<file path="src/verilog/packer_consts.svh">
// constants for the measuring block packer
// assumes inclusion by bare name from package and module
`ifndef PACKER_CONSTS_SVH
`define PACKER_CONSTS_SVH
`define REC_BYTES        4
`define MAX_BLOCK_BYTES  244
`define MAX_INPUTS       61
`define FREE_STATION     7'h7E
`define ST_VALID_BIT     7
`define ST_ERR_LSB       3
`define ST_DEC_LSB       0
`define OFF_CTRL         8'h00
`define OFF_STATUS       8'h04
`define OFF_BLOCK        8'h08
`define OFF_STATION      8'h0C
`define OFF_IRQ_STAT     8'h10
`define OFF_IRQ_MASK     8'h14
`define RST_STATION      7'h7E
`endif

</file>
<file path="src/verilog/packer_pkg.sv">
// types for the measuring block packer
// assumes packer_consts.svh on the include path
`include "packer_consts.svh"
package packer_pkg;
  typedef enum logic [1:0] {
    ST_WAIT_INIT = 2'b00,
    ST_REQ       = 2'b01,
    ST_WAIT_VAL  = 2'b11,
    ST_WRITE     = 2'b10
  } scan_state_t;
  typedef logic [7:0] byte_t;
endpackage : packer_pkg
</file>
<file path="src/verilog/fieldbus_measure_block_packer.sv">
// measuring-value block packer: APB slave, instrument bus poller, block buffer
// assumes synchronous instrument answers and master-side byte read port
//
// Function
// - hold exchange until master assigns block size
// - input count is block size over four
// - block at most 244 bytes, 61 inputs
// - poll selected inputs repeatedly, ignore higher addresses
// - leftover block bytes read as zero
// - absent input still yields record, marked invalid
// - status bit 7 set means value valid
// - status bits 6..3 carry error code
// - status bits 2..0 give decimal digits
// - bytes two to four: value, high first
// - station 126 accepts master-assigned address
// - fault indicator on until connection established
//
// The placing of the registers and the APB register port were chosen for this implementation.
`timescale 1ns/1ps
`default_nettype none
`include "packer_consts.svh"
module fieldbus_measure_block_packer #(
  parameter int MAX_INPUTS = `MAX_INPUTS
) (
  input  wire logic        clk,
  input  wire logic        rst,
  input  wire logic        psel,
  input  wire logic        penable,
  input  wire logic        pwrite,
  input  wire logic [7:0]  paddr,
  input  wire logic [31:0] pwdata,
  output logic      [31:0] prdata,
  output logic             pready,
  output logic             pslverr,
  input  wire logic        fb_init,
  input  wire logic [7:0]  fb_block_size,
  input  wire logic        fb_assign,
  input  wire logic [6:0]  fb_assign_addr,
  input  wire logic        fb_connected,
  input  wire logic [7:0]  fb_byte_idx,
  output logic      [7:0]  fb_byte,
  output logic      [6:0]  station_addr,
  output logic             data_exchange,
  output logic             bus_fault_led,
  output logic             meas_req,
  output logic      [5:0]  meas_addr,
  input  wire logic        meas_done,
  input  wire logic        meas_present,
  input  wire logic        meas_ok,
  input  wire logic [3:0]  meas_err,
  input  wire logic [2:0]  meas_dec,
  input  wire logic [23:0] meas_value,
  output logic             irq
);
  import packer_pkg::*;

  function automatic logic [7:0] make_status(input logic ok, input logic [3:0] err,
                                             input logic [2:0] dec);
    make_status = ok ? {1'b1, 4'h0, dec} : {1'b0, err, dec};
  endfunction : make_status

  function automatic logic [5:0] step_idx(input logic [5:0] cur, input logic last);
    step_idx = last ? 6'd0 : cur + 6'd1;
  endfunction : step_idx

  function automatic logic [7:0] pick_byte(input logic [31:0] rec, input logic [1:0] sel);
    case (sel)
      2'd0:    pick_byte = rec[31:24];
      2'd1:    pick_byte = rec[23:16];
      2'd2:    pick_byte = rec[15:8];
      default: pick_byte = rec[7:0];
    endcase
  endfunction : pick_byte

  function automatic logic is_mapped(input logic [7:0] a);
    case (a)
      `OFF_CTRL, `OFF_STATUS, `OFF_BLOCK,
      `OFF_STATION, `OFF_IRQ_STAT, `OFF_IRQ_MASK: is_mapped = 1'b1;
      default:                                    is_mapped = 1'b0;
    endcase
  endfunction : is_mapped

  logic [31:0]  rec_q [MAX_INPUTS];
  scan_state_t  state_q, state_d;
  logic [7:0]   block_q;
  logic [5:0]   count_q;
  logic [5:0]   idx_q;
  logic [6:0]   station_q;
  logic         init_q;
  logic         conn_q;
  logic         en_q;
  logic [2:0]   irq_stat_q;
  logic [2:0]   irq_mask_q;
  logic [31:0]  rdata_q;
  logic         ready_q;
  logic [7:0]   fb_byte_q;
  logic         req_q;
  logic [5:0]   addr_q;

  wire        setup_ph   = psel & ~penable;
  wire        access_ph  = psel & penable & ready_q;
  wire        wr_ctrl    = access_ph & pwrite & (paddr == `OFF_CTRL);
  wire        wr_mask    = access_ph & pwrite & (paddr == `OFF_IRQ_MASK);
  wire        wr_station = access_ph & pwrite & (paddr == `OFF_STATION);
  wire        rd_istat   = access_ph & ~pwrite & (paddr == `OFF_IRQ_STAT);
  wire        mapped     = is_mapped(paddr);
  wire        size_ok    = (fb_block_size != 8'h00) &&
                           (fb_block_size <= 8'(`MAX_BLOCK_BYTES));
  wire        init_ev    = fb_init & size_ok & ~init_q;
  wire        cycle_ev   = (state_q == ST_WRITE) && (idx_q == count_q - 6'd1);
  wire        conn_ev    = fb_connected & ~conn_q;
  wire [2:0]  ev         = {conn_ev, cycle_ev, init_ev};
  wire [31:0] new_rec    = {make_status(meas_ok & meas_present, meas_present ? meas_err : 4'h0,
                                        meas_dec),
                            meas_present ? meas_value : 24'h000000};
  wire [5:0]  rec_sel    = fb_byte_idx[7:2];
  wire [1:0]  byte_sel   = fb_byte_idx[1:0];
  wire        in_rec     = (rec_sel < count_q);
  wire [5:0]  rec_rd     = in_rec ? rec_sel : 6'd0;
  wire [31:0] sel_rec    = rec_q[rec_rd];
  wire [7:0]  sel_byte   = pick_byte(sel_rec, byte_sel);
  wire [7:0]  byte_out   = (init_q && in_rec) ? sel_byte : 8'h00;

  // poll loop: request, wait, store
  always_comb begin
    state_d = state_q;
    case (state_q)
      ST_WAIT_INIT: begin
        if (init_q && en_q && count_q != 6'd0) state_d = ST_REQ;
      end
      ST_REQ: begin
        state_d = ST_WAIT_VAL;
      end
      ST_WAIT_VAL: begin
        if (meas_done) state_d = ST_WRITE;
      end
      ST_WRITE: begin
        state_d = ST_REQ;
      end
      default: begin
        state_d = ST_WAIT_INIT;
      end
    endcase
  end

  always_ff @(posedge clk or posedge rst) begin
    if (rst) begin
      state_q <= ST_WAIT_INIT;
    end else begin
      state_q <= state_d;
    end
  end

  always_ff @(posedge clk or posedge rst) begin
    if (rst) begin
      req_q <= 1'b0;
    end else begin
      req_q <= (state_d == ST_REQ);
    end
  end

  always_ff @(posedge clk or posedge rst) begin
    if (rst) begin
      idx_q <= 6'd0;
    end else if (state_q == ST_WRITE) begin
      idx_q <= step_idx(idx_q, cycle_ev);
    end
  end

  // bus address tracks idx plus one from its own flop
  always_ff @(posedge clk or posedge rst) begin
    if (rst) begin
      addr_q <= 6'd1;
    end else if (state_q == ST_WRITE) begin
      addr_q <= step_idx(idx_q, cycle_ev) + 6'd1;
    end
  end

  // records replaced whole at the answer edge
  always_ff @(posedge clk) begin
    if (state_q == ST_WAIT_VAL && meas_done) begin
      rec_q[idx_q] <= new_rec;
    end
  end

  // block size latched once per reset
  always_ff @(posedge clk or posedge rst) begin
    if (rst) begin
      block_q <= 8'h00;
    end else if (init_ev) begin
      block_q <= fb_block_size;
    end
  end

  always_ff @(posedge clk or posedge rst) begin
    if (rst) begin
      count_q <= 6'd0;
    end else if (init_ev) begin
      count_q <= fb_block_size[7:2];
    end
  end

  always_ff @(posedge clk or posedge rst) begin
    if (rst) begin
      init_q <= 1'b0;
    end else if (init_ev) begin
      init_q <= 1'b1;
    end
  end

  always_ff @(posedge clk or posedge rst) begin
    if (rst) begin
      station_q <= `RST_STATION;
    end else if (wr_station) begin
      station_q <= pwdata[6:0];
    end else if (fb_assign && station_q == `FREE_STATION) begin
      station_q <= fb_assign_addr;
    end
  end

  always_ff @(posedge clk or posedge rst) begin
    if (rst) begin
      conn_q <= 1'b0;
    end else if (fb_connected) begin
      conn_q <= 1'b1;
    end
  end

  // scan enable, on from reset
  always_ff @(posedge clk or posedge rst) begin
    if (rst) begin
      en_q <= 1'b1;
    end else if (wr_ctrl) begin
      en_q <= pwdata[0];
    end
  end

  always_ff @(posedge clk or posedge rst) begin
    if (rst) begin
      irq_mask_q <= 3'h0;
    end else if (wr_mask) begin
      irq_mask_q <= pwdata[2:0];
    end
  end

  // set beats the read-clear
  always_ff @(posedge clk or posedge rst) begin
    if (rst) begin
      irq_stat_q <= 3'h0;
    end else begin
      irq_stat_q <= (rd_istat ? 3'h0 : irq_stat_q) | ev;
    end
  end

  // read-back words, captured in the setup cycle
  wire [31:0] rd_ctrl    = {31'h0, en_q};
  wire [31:0] rd_status  = {22'h0, idx_q, conn_q, init_q, state_q};
  wire [31:0] rd_block   = {18'h0, count_q, block_q};
  wire [31:0] rd_station = {25'h0, station_q};
  wire [31:0] rd_flags   = {29'h0, irq_stat_q};
  wire [31:0] rd_mask    = {29'h0, irq_mask_q};
  wire [31:0] rd_word    = (paddr == `OFF_CTRL)     ? rd_ctrl :
                           (paddr == `OFF_STATUS)   ? rd_status :
                           (paddr == `OFF_BLOCK)    ? rd_block :
                           (paddr == `OFF_STATION)  ? rd_station :
                           (paddr == `OFF_IRQ_STAT) ? rd_flags :
                           (paddr == `OFF_IRQ_MASK) ? rd_mask : 32'h0000_0000;

  always_ff @(posedge clk or posedge rst) begin
    if (rst) begin
      ready_q <= 1'b0;
    end else begin
      ready_q <= setup_ph;
    end
  end

  always_ff @(posedge clk or posedge rst) begin
    if (rst) begin
      rdata_q <= 32'h0000_0000;
    end else if (setup_ph && !pwrite) begin
      rdata_q <= rd_word;
    end
  end

  // block read port, one cycle behind the index
  always_ff @(posedge clk or posedge rst) begin
    if (rst) begin
      fb_byte_q <= 8'h00;
    end else begin
      fb_byte_q <= byte_out;
    end
  end

  logic irq_q;
  logic fault_q;
  logic xchg_q;

  // level from masked flags
  always_ff @(posedge clk or posedge rst) begin
    if (rst) begin
      irq_q <= 1'b0;
    end else begin
      irq_q <= |(irq_stat_q & irq_mask_q);
    end
  end

  always_ff @(posedge clk or posedge rst) begin
    if (rst) begin
      fault_q <= 1'b1;
    end else begin
      fault_q <= ~(conn_q | fb_connected);
    end
  end

  always_ff @(posedge clk or posedge rst) begin
    if (rst) begin
      xchg_q <= 1'b0;
    end else begin
      xchg_q <= init_q;
    end
  end

  // unmapped address answers with error and ready
  logic pslverr_q;
  always_ff @(posedge clk or posedge rst) begin
    if (rst) begin
      pslverr_q <= 1'b0;
    end else begin
      pslverr_q <= setup_ph & ~mapped;
    end
  end

  assign prdata        = rdata_q;
  assign pready        = ready_q;
  assign pslverr       = pslverr_q;
  assign fb_byte       = fb_byte_q;
  assign station_addr  = station_q;
  assign data_exchange = xchg_q;
  assign bus_fault_led = fault_q;
  assign meas_req      = req_q;
  assign meas_addr     = addr_q;
  assign irq           = irq_q;
endmodule : fieldbus_measure_block_packer
`default_nettype wire

</file>
<file path="config.mk">
export PLATFORM = sky130hd
export DESIGN_NAME = fieldbus_measure_block_packer
export DESIGN_NICKNAME = d
export VERILOG_FILES = /design/src/verilog/packer_pkg.sv /design/src/verilog/fieldbus_measure_block_packer.sv
export VERILOG_INCLUDE_DIRS = /design/src /design/src/verilog
export SDC_FILE = /design/constraint.sdc
export NUM_CORES = 2
export LEC_CHECK = 0
export BUFFER_PORTS_ARGS = -buffer_cell sky130_fd_sc_hd__buf_2
export CORE_ASPECT_RATIO = 1.2
export CORE_MARGIN = 3
export CORE_UTILIZATION = 30
export DETAILED_ROUTE_END_ITERATION = 7
export PLACE_DENSITY = 0.47
export SYNTH_ARGS = -nofsm -noshare
export SYNTH_HDL_FRONTEND = slang
export SYNTH_SLANG_ARGS = --single-unit
</file>
<file path="constraint.sdc">
create_clock -name clk -period 3.52 [get_ports clk]
set_clock_uncertainty 0.2 [all_clocks]
set_input_delay 0.176 -clock clk [delete_from_list [all_inputs] [get_ports clk]]
set_output_delay 0.176 -clock clk [all_outputs]
set_load 0.02 [all_outputs]
</file>
# == Word-level counts from Yosys, hierarchy flattened ==
# Memory sizes are Yosys's and may differ from the RTL's.
# Index checks and enable logic that the tools add are counted.
# classes
add_sub_neg,3
magnitude_cmp,2
n_eq_ne,13
mux,22
bitwise,23
reduce_logical,17
# op_table
operator,n
two-way mux 14 bit,3
two-way mux 24 bit,1
one-hot mux 8 bit (3 select lines),1
two-way mux 7 bit,3
"equality test 8 x 4 -> 1 bit, second input constant",2
"equality test 8 x 5 -> 1 bit, second input constant",2
two-way mux 8 bit,2
bitwise AND 1 bit,14
"adder 6 x 1 -> 6 bit, second input constant",2
two-way mux 6 bit,2
two-way mux 3 bit,3
"equality test 8 x 3 -> 1 bit, second input constant",1
"less-or-equal comparator 8 bit, second input constant",1
logical AND 1 bit,8
zero test 8 bit,1
one-hot mux 2 bit (4 select lines),1
nonzero test 8 bit,1
"equality test 7 bit, second input constant",1
"equality test 2 x 1 -> 1 bit, second input constant",3
"equality test 2 bit, second input constant",3
equality test 6 bit,1
< comparator 6 bit,1
inverter 1 bit,6
nonzero test 6 bit,1
12 further kinds,16
# word_totals
regBits,90
ramBits,1952
input_bits,105
out_inout_bits,59
wordCells,100
mem_count,1
# memory_table
name,depth,width,rd,rd_ports_with_merged_regs,write_ports,line,text
rec_q,61,32,1,0,1,fieldbus_measure_block_packer.sv:83,logic [31:0] rec_q [MAX_INPUTS];

# == Longest topological paths before layout ==
# depth
word_depth,7
ltp_mapped,16
mapped_depth_nobuf,13

# == Worst setup path before layout ==
# OpenSTA, ideal clock, no wires.
# synth_path
kind,register to register
from,"reg, netlist name block_q[7]"
to,"reg fb_byte_q[0], in the netlist fb_byte[0]"
setup_ns,0.120
arrival_time_ns,3.055
required_time_ns,3.200
path_slack_ns,0.144
stages_incl_launch_ff,16
n_path_buf,4
period_less_slack_ns,3.376
path_cell_list,dfrtp_1 > inv_1 > ha_1 > nand2_1 > nor2_2 > buf_2 > a211oi_4 > buf_6 > buf_6 > buf_2 > mux2_2 > o221ai_1 > nor2_1 > nor4_1 > o32ai_1 > o211a_1
# synth_lines
item,line,text
"end signal, assigned",fieldbus_measure_block_packer.sv:290,fb_byte_q <= byte_out;
"end, declared",fieldbus_measure_block_packer.sv:96,logic [7:0] fb_byte_q;

==> impl_metrics.tcl <==
set metrics [dict create \
    internal_power_uw 46720 \
    synth_ff_type "edfxtp_1" \
    gp_congestion 0.8723 \
    insertion_delay_ns 0.87 \
    dr.pass1.iters 8 \
    synthCells 5082 \
    grt_use_total_pct 20.56 \
    synth.yosys.seq_area_share_pct 75.18 \
    die_y_microns 572.3 \
    ys_ff_latch 2018 \
    num_rows 207 \
    area_growth_pct 26.64 \
    worst_slew_pin_slew_ns 1.130 \
    fin_ws_ns -0.3423 \
    path_clk_slew_ns 0.06 \
    endpoint "fb_byte[4]" \
    finalNetCount 6063 \
    place_inst 9089 \
    ys.warnings.count 0 \
    total_power_uw 68420 \
    synth_area_sq_um 80180 \
    layout_commonest_cell "edfxtp_1" \
    startpoint "block_q[3]" \
    overflow 0 \
    port-buffer-count 120 \
    p_switching_uw 21690 \
    netSwitchingFraction_pct 31.71 \
    yosysUniqueCellTypes 86 \
    critical_path.startpoint_type "flop" \
    ant_nets 0 \
    status "finished, violations left" \
    vdd_drop_max_mv 0.5258 \
    placed_area_sq_um 91250 \
    synthArstFlopShare_pct 3.271 \
    die-area_sq_um 273500 \
    wirelength_microns 288700 \
    cts-root-buf "clkbuf_16" \
    grt_pass1_vias 51340 \
    synth_area_per_cell_sq_um 15.78 \
    r2r-start "block_q[3]" \
    maxSlewViolCount 0 \
    violations "negative setup slack" \
    final_hold_viol_count 0 \
    final_cells 9681 \
    r2r_slack_ns -0.34 \
    num_io_pins 164 \
    h-tree-depth 4 \
    worstPathRequired_ns 4.08 \
    worstPathMaxFanout 8 \
    drv_cap 0 \
    r2r_end "fb_byte[4]" \
    pwr-share-seq_pct 39.6 \
    grt_max_degree 71 \
    core_region_area_sq_um 265500 \
    antenna_found_initial 14 \
    p_leak_uw 0.03401 \
    synth-edff-count 1952 \
    pwr-share-comb_pct 29.4 \
    rsz0062_at_grt "true" \
    routed_via_density 5.348 \
    hp-class "input pin to flop" \
    setup_viol 8 \
    clockBufferDepth 3 \
    grt_pass1_wl_microns 401800 \
    finalCritPeriodShare_pct 109.7 \
    initial_utilization_pct 30.20 \
    vias 51780 \
    p_per_area_nw_per_um2 673.8 \
    cts_made_buffers 207 \
    fmaxAchievable_mhz 258.9 \
    layout_common_cells "edfxtp_1, buf_4, nand2_1" \
    rr_worst_depth 16 \
    pre_cts_ws_ns -1.094 \
    holdPathStages 2 \
    cts_tree "done" \
    drc 0 \
    wl_per_cell_microns 29.82 \
    min_period_ns 3.862 \
    holdWs_ns 0.05522 \
    worstSetupPathType "flop to flop" \
    critPathArrivalTime_ns 4.42 \
    stdcell_area_sq_um 101500 \
    cts.sinks 2018 \
    end_kind "flop" \
    drive_gt1_share_pct 27.27 \
    p_clk_share_pct 31.1 \
    slew_headroom_pct 24.70 \
    hpwlAfterDp_microns 179600 \
    dr.first_iter.drc_count 5838 \
    die_width_microns 477.9 \
]
worst min path at each step:
stage | from | end | slack, ns
after floorplan | penable | pready | 0.06
after global placement | penable | pready | 0.17
after detailed placement | penable | pready | 0.18
after CTS | meas_value[18] | rec_q[14][18] | 0.004
after global routing | meas_value[18] | rec_q[14][18] | 0.03
final | meas_value[18] | rec_q[14][18] | 0.06
cells in the mapped netlist (all sizes together), types with 25 or more instances:
cell type | instances | area, sq um
a222oi | 106 | 1061
a221oi | 89 | 779.5
a31oi | 51 | 319.1
mux2 | 183 | 2061
nor3 | 27 | 140.1
a21oi | 220 | 1101
nand2 | 527 | 1978
o22ai | 47 | 294.0
edfxtp | 1952 | 58620
o211ai | 29 | 217.7
buf | 183 | 1099
and3 | 56 | 350.3
nor4 | 25 | 156.4
nor2 | 144 | 543.0
a2111oi | 34 | 347.8
dfrtp | 57 | 1426
and2 | 32 | 200.2
a22oi | 49 | 367.9
a32oi | 59 | 516.8
clkbuf | 198 | 743.2
nor2b | 66 | 412.9
a211oi | 92 | 730.7
a221o | 27 | 270.3
mux2i | 159 | 1592
o21ai | 159 | 799.5
nand3 | 175 | 875.8
power groups by stage:
stage | combinational, uW | sequential, uW | clock, uW
final | 20100 | 27100 | 21300
after detailed placement | 17400 | 27600 | 0
after global routing | 21000 | 27100 | 22600
after CTS | 19500 | 27100 | 21600
after floorplan | 7950 | 27600 | 0
after global placement | 17400 | 27600 | 0
metal layers:
layer / part of all wire (%) / track usage [%] / wire length (microns)
met1: 41 / 26.73 / 118600
met2: 49 / 34.98 / 141600
met3: 6.1 / 2.973 / 17690
met4: 3.7 / 7.299 / 10780
met5: 0.0090 / 0 / 26
state kept, by name (all words and copies together) (netlist names), 2 cells and up:
register	flops
rec_q	1952
prdata	14
block_q	8
fb_byte	8
station_addr	7
idx_q	6
meas_addr	6
irq_mask_q	3
irq_stat_q	3
state_q	2
worst max-delay path: stages (launching register included):
cell and delay (ns):
dfrtp_1 0.39, inv_2 0.17, ha_4 0.24, a21o_4 0.23, a211oi_4 0.27, buf_6 0.15
buf_12 0.11, buf_16 0.15, buf_6 0.12, buf_8 0.09, mux2_4 0.31, a222oi_1 0.32
nor2_1 0.10, nor3_2 0.39, buf_4 0.21, a221oi_2 0.06, o211a_1 0.23
final cells by class:
class	instances	area, sq um
clock buffers	269	5474
clock inverters	115	1027
flip-flops and latches	2018	60280
fillers	24630	163900
diodes	3	7.507
inverters	19	72.57
repair buffers	1023	10510
well taps	3553	4446
multi-input cells	2681	19730
cells by family (layout without fill, tap and decap cells):
group	count (synthesis)	in the layout	share of synthesized area, %
other cells	1	21	0.004677
flops	2018	2018	75.18
mux	360	360	5.060
buf+inv	400	1426	2.386
simple gates	1107	1107	6.320
fa+ha+maj	8	8	0.1248
xor+xnor	14	14	0.1529
compound gates	1174	1174	10.78
stage by stage:
stage / util [%] / setup TNS, ns
2_1_floorplan: - / 0
3_3_place_gp: 34.37 / -7.111
3_5_place_dp: 34.37 / -6.005
4_1_cts: 38.02 / -1.529
5_1_grt: 38.25 / -2.745
6_report: 38.25 / -2.227
timing repair:
action	CTS	global route
pin swaps	75	23
endpoints found under the hold margin	1281	0
setup buffers	51	25
hold buffers	116	0
setup endpoints to repair	9	15
resized for setup	224	71
cloned	18	3
Power figures use the tool's default switching activity.
